==> src/common/hscp_pkg.sv <==
// Package with constants and types of the host serial control port.
package hscp_pkg;
	// =====================================================================
	// Clock and timing
	// =====================================================================
	localparam int CLK_PERIOD_NS  = 50;   // System clock period in ns.
	localparam int HIZ_MAX_NS     = 1000; // Longest select-high to float.
	// Longest time rounds down, never below one cycle.
	localparam int HIZ_CYCLES = (HIZ_MAX_NS / CLK_PERIOD_NS) < 1 ? 1 :
		(HIZ_MAX_NS / CLK_PERIOD_NS);
	// =====================================================================
	// Field layout
	// =====================================================================
	localparam int BYTE_W    = 8; // Width of a command or reply byte.
	localparam int MSB_POS   = 7; // First bit on the wire.
	localparam int CNT_W     = 5; // Width of the received bit counter.
	localparam int ONE_BYTE  = 8; // Bits in a one-byte command.
	localparam int TWO_BYTE  = 16; // Bits in a two-byte command.
	localparam logic [15:0] CMD_RESET = 16'h0000; // Command reset value.
	localparam logic [7:0]  BYTE_RESET = 8'h00;   // Reply reset value.
	// Transaction state, one-hot.
	typedef enum logic [2:0] {
		HSCP_IDLE = 3'b001,
		HSCP_BUSY = 3'b010,
		HSCP_DONE = 3'b100
	} hscp_state_e;
endpackage

==> src/common/hscp_edge_if.sv <==
// Interface carrying sampled pin events between the port modules.
`timescale 1ns/10ps
interface hscp_edge_if;
	logic rise;     // Serial clock rising edge seen while selected.
	logic fall;     // Serial clock falling edge seen while selected.
	logic data;     // Command line value at the rising edge.
	logic sel_on;   // Select line has just gone low.
	logic sel_off;  // Select line has just gone high.
	logic selected; // Select line is low.
	modport src (output rise, fall, data, sel_on, sel_off, selected);
	modport dst (input  rise, fall, data, sel_on, sel_off, selected);
endinterface

==> src/rtl/hscp_edge.sv <==
// Edge detector for the serial clock and select pins.
`timescale 1ns/10ps
module hscp_edge (
	input  wire logic clk,
	input  wire logic rst_b,
	input  wire logic sclk_line,
	input  wire logic select_n_line,
	input  wire logic cmd_line,
	hscp_edge_if.src  ev
);
	logic sclk_reg;  // Last seen serial clock level.
	logic sclk_next; // Next serial clock level.
	logic seln_reg;  // Last seen select level.
	logic seln_next; // Next select level.

	// =====================================================================
	// Edge computation
	// =====================================================================
	// Comparing against the previous level makes the idle polarity of the
	// serial clock irrelevant: an idle level produces no edge at all.
	always_comb begin
		sclk_next   = sclk_line;
		seln_next   = select_n_line;
		ev.rise     = sclk_line & ~sclk_reg & ~select_n_line;
		ev.fall     = ~sclk_line & sclk_reg & ~select_n_line;
		ev.data     = cmd_line;
		ev.sel_on   = ~select_n_line & seln_reg;
		ev.sel_off  = select_n_line & ~seln_reg;
		ev.selected = ~select_n_line;
	end

	// Registers only hold the last levels; select idles high.
	always_ff @(posedge clk or negedge rst_b) begin
		if (!rst_b) begin
			sclk_reg <= 1'b0;
			seln_reg <= 1'b1;
		end else begin
			sclk_reg <= sclk_next;
			seln_reg <= seln_next;
		end
	end
endmodule

==> src/rtl/hscp_port.sv <==
// Top of the host serial control port: command shift and reply shift.
`timescale 1ns/10ps
module hscp_port (
	input  wire logic        clk,
	input  wire logic        rst_b,
	input  wire logic        sclk_line,
	input  wire logic        select_n_line,
	input  wire logic        cmd_line,
	input  wire logic [7:0]  reply_byte,
	output logic             reply_take,
	output logic             reply_out_line,
	output logic             reply_oe_n,
	output logic             cmd_valid,
	output logic             cmd_two,
	output logic [15:0]      cmd_word
);
	// =====================================================================
	// Declarations
	// =====================================================================
	hscp_edge_if ev ();                   // Pin events from the detector.
	hscp_pkg::hscp_state_e state_reg;     // Transaction state.
	hscp_pkg::hscp_state_e state_next;    // Next transaction state.
	logic [15:0] shift_reg;               // Incoming command bits.
	logic [15:0] shift_next;              // Next incoming command bits.
	logic [4:0]  count_reg;               // Command bits received.
	logic [4:0]  count_next;              // Next command bit count.
	logic [7:0]  rsh_reg;                 // Reply shift register.
	logic [7:0]  rsh_next;                // Next reply shift register.
	logic [2:0]  rbit_reg;                // Reply bits already sent.
	logic [2:0]  rbit_next;               // Next reply bit index.
	logic        out_reg;                 // Reply pin value.
	logic        out_next;                // Next reply pin value.
	logic        oen_reg;                 // Reply enable, low drives.
	logic        oen_next;                // Next reply enable.
	logic        take_reg;                // Reply byte consumed pulse.
	logic        take_next;               // Next consumed pulse.
	logic        valid_reg;               // Command done pulse.
	logic        valid_next;              // Next command done pulse.
	logic        two_reg;                 // Command had two bytes.
	logic        two_next;                // Next two-byte flag.
	logic [15:0] word_reg;                // Executed command word.
	logic [15:0] word_next;               // Next command word.

	hscp_edge u_edge (
		.clk           (clk),
		.rst_b         (rst_b),
		.sclk_line     (sclk_line),
		.select_n_line (select_n_line),
		.cmd_line      (cmd_line),
		.ev            (ev)
	);

	// Saturating increment used by the command bit counter.
	function automatic logic [4:0] hscp_inc(input logic [4:0] v);
		hscp_inc = (v == 5'h1F) ? v : v + 5'h01;
	endfunction

	// =====================================================================
	// Command side
	// =====================================================================
	// Bits shift in at the bottom so that the first bit ends up highest.
	// Nothing is handed on until select goes high; a transfer that ends
	// on any count other than one or two whole bytes is dropped without a completion pulse.
	always_comb begin
		state_next = state_reg;
		shift_next = shift_reg;
		count_next = count_reg;
		valid_next = 1'b0;
		two_next   = two_reg;
		word_next  = word_reg;
		case (state_reg)
			hscp_pkg::HSCP_IDLE: begin
				if (ev.selected) begin
					state_next = hscp_pkg::HSCP_BUSY;
					shift_next = hscp_pkg::CMD_RESET;
					count_next = 5'h00;
				end
			end
			hscp_pkg::HSCP_BUSY: begin
				if (ev.rise) begin
					shift_next = {shift_reg[14:0], ev.data};
					count_next = hscp_inc(count_reg);
				end
				if (ev.sel_off) begin
					state_next = hscp_pkg::HSCP_DONE;
				end
			end
			hscp_pkg::HSCP_DONE: begin
				// Only counts of exactly one or two bytes are executed.
				state_next = hscp_pkg::HSCP_IDLE;
				if (count_reg == 5'(hscp_pkg::ONE_BYTE)) begin
					valid_next = 1'b1;
					two_next   = 1'b0;
					word_next  = {8'h00, shift_reg[7:0]};
				end else if (count_reg == 5'(hscp_pkg::TWO_BYTE)) begin
					valid_next = 1'b1;
					two_next   = 1'b1;
					word_next  = shift_reg;
				end
			end
			default: begin
				state_next = hscp_pkg::HSCP_IDLE;
			end
		endcase
	end

	always_ff @(posedge clk or negedge rst_b) begin
		if (!rst_b) begin
			state_reg <= hscp_pkg::HSCP_IDLE;
			shift_reg <= hscp_pkg::CMD_RESET;
			count_reg <= 5'h00;
			valid_reg <= 1'b0;
			two_reg   <= 1'b0;
			word_reg  <= hscp_pkg::CMD_RESET;
		end else begin
			state_reg <= state_next;
			shift_reg <= shift_next;
			count_reg <= count_next;
			valid_reg <= valid_next;
			two_reg   <= two_next;
			word_reg  <= word_next;
		end
	end

	// =====================================================================
	// Reply side
	// =====================================================================
	// The first falling edge loads the reply byte and drives its MSB; each
	// later falling edge moves one bit on, so the host sees a stable bit
	// at its next rising edge. Release happens one cycle after select
	// rises, far inside the allowed float time.
	always_comb begin
		rsh_next  = rsh_reg;
		rbit_next = rbit_reg;
		out_next  = out_reg;
		oen_next  = oen_reg;
		take_next = 1'b0;
		if (!ev.selected) begin
			oen_next  = 1'b1;
			rbit_next = 3'h0;
		end else if (ev.fall) begin
			oen_next = 1'b0;
			if (rbit_reg == 3'h0) begin
				rsh_next  = {reply_byte[6:0], 1'b0};
				out_next  = reply_byte[hscp_pkg::MSB_POS];
				take_next = 1'b1;
			end else begin
				rsh_next = {rsh_reg[6:0], 1'b0};
				out_next = rsh_reg[hscp_pkg::MSB_POS];
			end
			rbit_next = rbit_reg + 3'h1;
		end
	end

	always_ff @(posedge clk or negedge rst_b) begin
		if (!rst_b) begin
			rsh_reg  <= hscp_pkg::BYTE_RESET;
			rbit_reg <= 3'h0;
			out_reg  <= 1'b0;
			oen_reg  <= 1'b1;
			take_reg <= 1'b0;
		end else begin
			rsh_reg  <= rsh_next;
			rbit_reg <= rbit_next;
			out_reg  <= out_next;
			oen_reg  <= oen_next;
			take_reg <= take_next;
		end
	end

	assign reply_out_line = out_reg;
	assign reply_oe_n     = oen_reg;
	assign reply_take     = take_reg;
	assign cmd_valid      = valid_reg;
	assign cmd_two        = two_reg;
	assign cmd_word       = word_reg;
endmodule

==> config.mk <==
export PLATFORM = sky130hd
export DESIGN_NAME = hscp_port
export DESIGN_NICKNAME = d
export VERILOG_FILES = /design/src/common/hscp_pkg.sv /design/src/common/hscp_edge_if.sv /design/src/rtl/hscp_edge.sv /design/src/rtl/hscp_port.sv
export SDC_FILE = /design/constraint.sdc
export NUM_CORES = 1
export LEC_CHECK = 0
export ABC_AREA = 1
export BUFFER_PORTS_ARGS = -buffer_cell sky130_fd_sc_hd__buf_2
export CAP_MARGIN = 25
export CORE_ASPECT_RATIO = 1.25
export CORE_UTILIZATION = 46
export CTS_CLUSTER_SIZE = 14
export DETAILED_ROUTE_END_ITERATION = 7
export GPL_ROUTABILITY_DRIVEN = 0
export PLACE_DENSITY = 0.64
export SLEW_MARGIN = 20
export SYNTH_ARGS = -nofsm -noshare
export SYNTH_HDL_FRONTEND = slang
export SYNTH_SLANG_ARGS = --single-unit
==> constraint.sdc <==
create_clock -name clk -period 3.3 [get_ports clk]
set_input_delay 0.66 -clock clk [delete_from_list [all_inputs] [get_ports clk]]
set_output_delay 0.66 -clock clk [all_outputs]
set_load 0.01 [all_outputs]
# Word level (Yosys, flattened, before mapping)
# Index checks and enable logic that the tools add are counted.
[classes]
add_sub_neg = 2
eq_ne = 10
muxes = 26
n_bitwise = 9
n_reduce_logical = 9
[ops]
columns = ["operator", "n"]
rows = [
  ["2-to-1 mux 16 bit", 4],
  ["case mux 16 bit (2 select lines)", 1],
  ["2-to-1 mux 5 bit", 3],
  ["2-to-1 mux 3 bit", 4],
  ["2-to-1 mux 1 bit", 11],
  ["equality test 5 bit (second input constant)", 2],
  ["case mux 5 bit (2 select lines)", 1],
  ["2-to-1 mux 8 bit", 1],
  ["inequality test 2 bit (second input constant)", 4],
  ["case mux 3 bit (2 select lines)", 1],
  ["AND reduction 2 bit", 3],
  ["nonzero test 2 bit", 3],
  ["adder 5 x 1 -> 5 bit (second input constant)", 1],
  ["AND 1 bit", 5],
  ["equality test 5 x 4 -> 1 bit (second input constant)", 1],
  ["inverter 1 bit", 4],
  ["AND reduction 4 bit", 1],
  ["adder 3 x 1 -> 3 bit (second input constant)", 1],
  ["equality test 3 x 1 -> 1 bit (second input constant)", 1],
  ["equality test 3 x 2 -> 1 bit (second input constant)", 1],
  ["equality test 3 bit (second input constant)", 1],
  ["logical NOT 3 bit", 1],
  ["AND reduction 3 bit", 1],
]
[word_totals]
register_bits = 58
in_bits = 13
output_inout_bits = 21
word_cells = 69

# Logic depth before layout (Yosys ltp)
[logic_depth]
depth_word = 5
ltp_mapped = 10
mapped_depth_nobuf = 10

# Hierarchy
# From an unflattened synthesis, not the netlist that was laid out.
[hier_totals]
hier_cells = 311
hier_area_um2 = 2633.8
[by_module_without_submodules]
columns = ["module", "instances", "cells_per_inst", "area_each_um2", "seq_area_each_um2"]
rows = [
  ["hscp_port", 1, 299, 2536.2, 1378.8],
  ["hscp_edge", 1, 12, 97.6, 51.3],
]

# Worst setup path after synthesis
# Ideal clock, no wire load.
[synth_timing]
path_kind = "reg2reg"
start = "register count_reg[0]"
end = "register count_reg[0]"
setup_time_ns = 0.117
arrival_ns = 1.393
required_time_ns = 3.183
slack_ns = 1.790
stages_incl_launch_ff = 11
path_buffers = 0
period_less_slack_ns = 1.510
path_cell_list = "dfrtp_1 -> ha_1 -> nand2_1 -> nor2_1 -> ha_1 -> inv_1 -> nand3_1 -> nand2_1 -> nand3_1 -> nand2_1 -> nand2_1"
[synth_between]
elab_chain_len = 4
word_cells_on_any_way = 7
classes_between = "add/sub (1); eq/ne (2); mux (3); reduce/logical (1)"
[synth_rtl]
columns = ["item", "line", "rtl"]
rows = [
  ["start, declared", "hscp_port.sv:25", "logic [4:0] count_reg;"],
  ["start signal, assigned", "hscp_port.sv:118", "count_reg <= count_next;"],
  ["adder 5 x 1 -> 5 bit", "hscp_port.sv:55", "hscp_inc = (v == 5'h1F) ? v : v + 5'h01;"],
  ["2-to-1 mux 5 bit", "hscp_port.sv:55", ""],
  ["2-to-1 mux 5 bit", "hscp_port.sv:80", "if (ev.rise) begin"],
  ["case mux 5 bit (2 select lines)", "hscp_port.sv:71", "case (state_reg)"],
]
# Several ways; a longest one is shown, not always the timed one. The select of a mux whose other input is x is not followed.
# A chain may end at the register's enable or synchronous reset.

# Worst setup path after layout
[layout_timing]
start = "register count_reg[0]"
end = "register count_reg[1]"
# Same word-level chain as after synthesis.

==> results list <==
* Post-detailed-route wirelength per cell: 11.1 um
- Total power of the final layout: 0.00188 W
* HPWL after detailed placement: 3110 um
* Layout net count: 360
* FMAX: 580 MHz
- Via count of the first global-routing pass: 1,787
- The detail route stage leaves a number of antenna-violating nets equal to 0.
- Cells with a size suffix above 1 make up 25.9% of the layout.
* Clock tree from TritonCTS: built
- In this run the number of H-tree levels came out at 3.
- For this configuration, the core starts out at a cell density of 47.5%.
* Violated checks: design-rule violations
* Count of hold buffers inserted by post-cts repair: 0
- In this run the deepest clock path goes through 2 buffers.
* Die Span X: 71.1 um
* Cell depth of the worst flop-to-flop path: 10
- Final-report setup violation count: 0
- Number of setup buffers added after CTS: 0
- Number of antenna violations at the first check in global routing: 0
- For the pin with the worst max-slew slack, the measured transition is 0.598 ns.
- Area of the core region: 5780 um2
- The number of pins exceeding their max-slew limit in the final report came to 0.
- Global routing used 17.1% of the available tracks.
* Number of remaining DRC errors: 2
- Syn Nets: 323
- By area, the combinational part of the netlist is dominated by simple AND/OR/NAND/NOR gates.
* Setup Total Neg Slack: 0 ns
- The biggest area contributor in the post-synthesis netlist is dfrtp_1.
- The run finished, with violations left.
- Measured against its own limit, the worst slew margin works out to 59.9%.
- Arrival time of data at the critical path endpoint: 1.94 ns
- For this block, wires on met1 add up to 2230 um.
- Detailed-route vias per instance: 4.72
- Number of violations of the max-capacitance limit: 0
* Total CTS buffers: 9
* Arithmetic-cell share of the synthesized area counting full adders, half adders and majority gates: 2.28%
- Top layer in use: met4
* Type of element launching the critical path: register
- Counting stages on the worst path, the most repeated cell is nand2_1.
- Post-route worst hold slack: 0.250 ns
- After synthesis, the largest area contributor takes up 49.2% of total cell area.
- Crit path setup slack, layout: 1.58 ns
- Counting both buffers and inverters, the worst setup path holds a total of 1.
- Category of the most critical setup path: reg2reg
- Main synth FF type: dfrtp_1
- Gate count after technology mapping: 305
* Clock transition at the registers of the reported paths: 0.07 ns
- The routed design uses 117 um of met3 wire.
* Number of warnings printed during yosys synthesis: 0
- Shortest period the worst path allows: 1.72 ns
* Top delay family on crit path: simple AND/OR/NAND/NOR gates
- Pwr per Cell Area: 608 nW/um2
* Standard-cell rows: 31
* Share of synthesized flip-flops with an asynchronous set or reset: 100%
- The die is 88.4 um tall.
* Critical-path maximum fanout: 6
- Area share of and/or/nand/nor cells after synthesis: 27.0%
- Floorplan die area: 6280 um2
- The clock drives 57 sinks.
- Of the available clock period, the critical path in the final layout requires 52.2%.
- Dividing the synthesized area by the synthesized cell count gives 9.00 um2.
- Global routing finished with a remaining overflow of 0.
- The routed design has 4590 um of wire.
* Number of buffer cells added on primary ports: 33
- The layout has 561 filler cells.
- Compound-cell area share of the yosys netlist: 9.30%
- STA puts the critical path data required time at 3.52 ns.
* Sequential share of the synthesized area: 52.1%
- Pin count of the biggest net entering global routing: 40
- The first global-routing pass estimated 8160 um of wire.
* Max IR drop VDD: 0.396 mV
- Number of gates given a new drive strength after cts: 0
- Instance count on the critical path: 10
- For the worst-skew pair, the clock arrives at the later sink with an insertion delay of 0.33 ns.
* Clock root cell: clkbuf_8
- Summing every instance area after synthesis gives 2740 um2.
- Number of search-and-repair iterations in the first detailed-routing pass: 8
- RSZ-0062 raised after global routing: false
- Area added between synthesis and finish: 12.7%
- Count of cell types in the netlist: 30
* Register bit count reported by yosys: 57
- The worst setup path is captured at a register.
* Worst stage delay on the critical path: 0.42 ns
- After routing the design area is 3090 um2.
- Placement-stage worst setup slack: 1.42 ns
- The min-delay analysis places its worst path in the category in2async.
* Placed standard-cell area: 2900 um2
- In this run the count of I/O pins placed on the die edge is 34.
* Cell with the biggest individual delay on the critical path: dfrtp_1
* Crit path cell chain: ha_1 > nand2_1 > nor2_1 > ha_1 > inv_1 > nand3_1 > nand2_1 > nand3_1 > nand2_1 > nand2_1
* Count of antenna diodes in the layout: 0
* Met2 layer wire length in the routed design: 2140 um
* Number of design-rule violations left by the first detailed-router iteration: 116
- Worst-case clock skew: 0.00883 ns
* Count of endpoints failing hold in the final timing report: 0
- Xor-xnor portion of the synthesized cell area: 0.638%
* Cell types occupying the most area after synthesis: dfrtp_1 49%, nand2_1 15%, o21ai_2 5.1%
* Leakage: 1.63 nW
* Number of flops mapped to enable cells by yosys: 0
- The final route contains 1,950 vias.
- Multiplexer share of the synthesized area: 0%
-- logic make-up after synthesis --
logic type / count (synthesis)
adder cells (fa/ha/maj): 5
AND/OR/NAND/NOR: 162
XOR/XNOR: 2
buffers and inverters: 43
AO/OA/AOI/OAI: 36
flip-flops: 57
-- power by group --
part           total (W)  switching [W]  internal (W)
Sequential      0.000795      0.0000379      0.000757
Combinational   0.000454       0.000347      0.000107
Clock           0.000631       0.000263      0.000368
-- stage by stage --
stage / util (%) / instances
floorplan: - / 305
global placement: 50.2 / 397
detailed placement: 50.2 / 397
CTS: 53.5 / 413
global route: 53.5 / 413
finish: 53.5 / 413
-- worst reg2reg max path, delay by kind of cell, from the launching register on --
family / cells / cell delay, ns
fa+ha+maj: 2 / 0.40
buf+inv: 1 / 0.05
flops: 1 / 0.42
simple gates: 7 / 0.75
-- layout make-up --
class	instances	area [um2]	area share (%)
Clock buffer	13	149	4.81
Clock inverter	3	40.0	1.29
Inverter	34	135	4.37
Multi-Input combinational cell	205	1080	34.8
Sequential cell	57	1430	46.2
Tap cell	66	82.6	2.67
Timing Repair Buffer	35	180	5.83
-- layer usage --
metal	track usage (%)	vias to the layer above
met5	0	-
met4	10.9	0
met3	3.42	9
met2	27.3	33
met1	21.4	885
li1	-	1023
-- Yosys cell counts (2+ instances only) --
cell type and number:
inv_1 30, dfstp_2 3, o211ai_1 6, nand2_2 9, dfrtp_1 54, buf_4 3
o21ai_0 13, o21ai_2 16, buf_12 3, nand2_1 107, ha_1 5, inv_2 2
nand3_1 12, xor2_1 2, nor2_1 23, nand3_2 3
-- placed cells by master, fill, tap and decap left out --
master     synthesis  final
nand2_1          107    107
dfrtp_1           54     54
buf_2              1     33
inv_1             30     30
nor2_1            23     23
o21ai_2           16     16
o21ai_0           13     13
nand3_1           12     12
clkbuf_8           0     10
nand2_2            9      9
o211ai_1           6      6
ha_1               5      5
nand3_2            3      3
clkbuf_1           1      3
dfstp_2            3      3
inv_2              2      2
xor2_1             2      2
clkinv_2           0      2
buf_4              3      2
nand3b_4           1      1
inv_6              1      1
or2_2              1      1
nor2_8             1      1
inv_4              1      1
nand4_4            1      1
nor2_2             1      1
nand3_4            1      1
nor3_2             1      1
a21oi_1            1      1
nor3_1             1      1
bufinv_16          0      1
-- path summary, 6_finish.rpt --
check                                         start                        to  slack, ns
min in group clk             reply_oe_n$_DFFE_PN1P_    reply_oe_n$_DFFE_PN1P_       0.47
max in group asynchronous                     rst_b  state_reg[0]$_DFFE_PN1P_       2.19
hold reg to reg              reply_oe_n$_DFFE_PN1P_    reply_oe_n$_DFFE_PN1P_       0.47
setup / recovery           count_reg[0]$_DFFE_PN0P_  count_reg[1]$_DFFE_PN0P_       1.58
hold / removal                                rst_b  cmd_word[15]$_DFFE_PN0P_       0.25
setup reg to reg           count_reg[0]$_DFFE_PN0P_  count_reg[1]$_DFFE_PN0P_       1.58
Note: power is estimated with default switching activity, not from simulation.
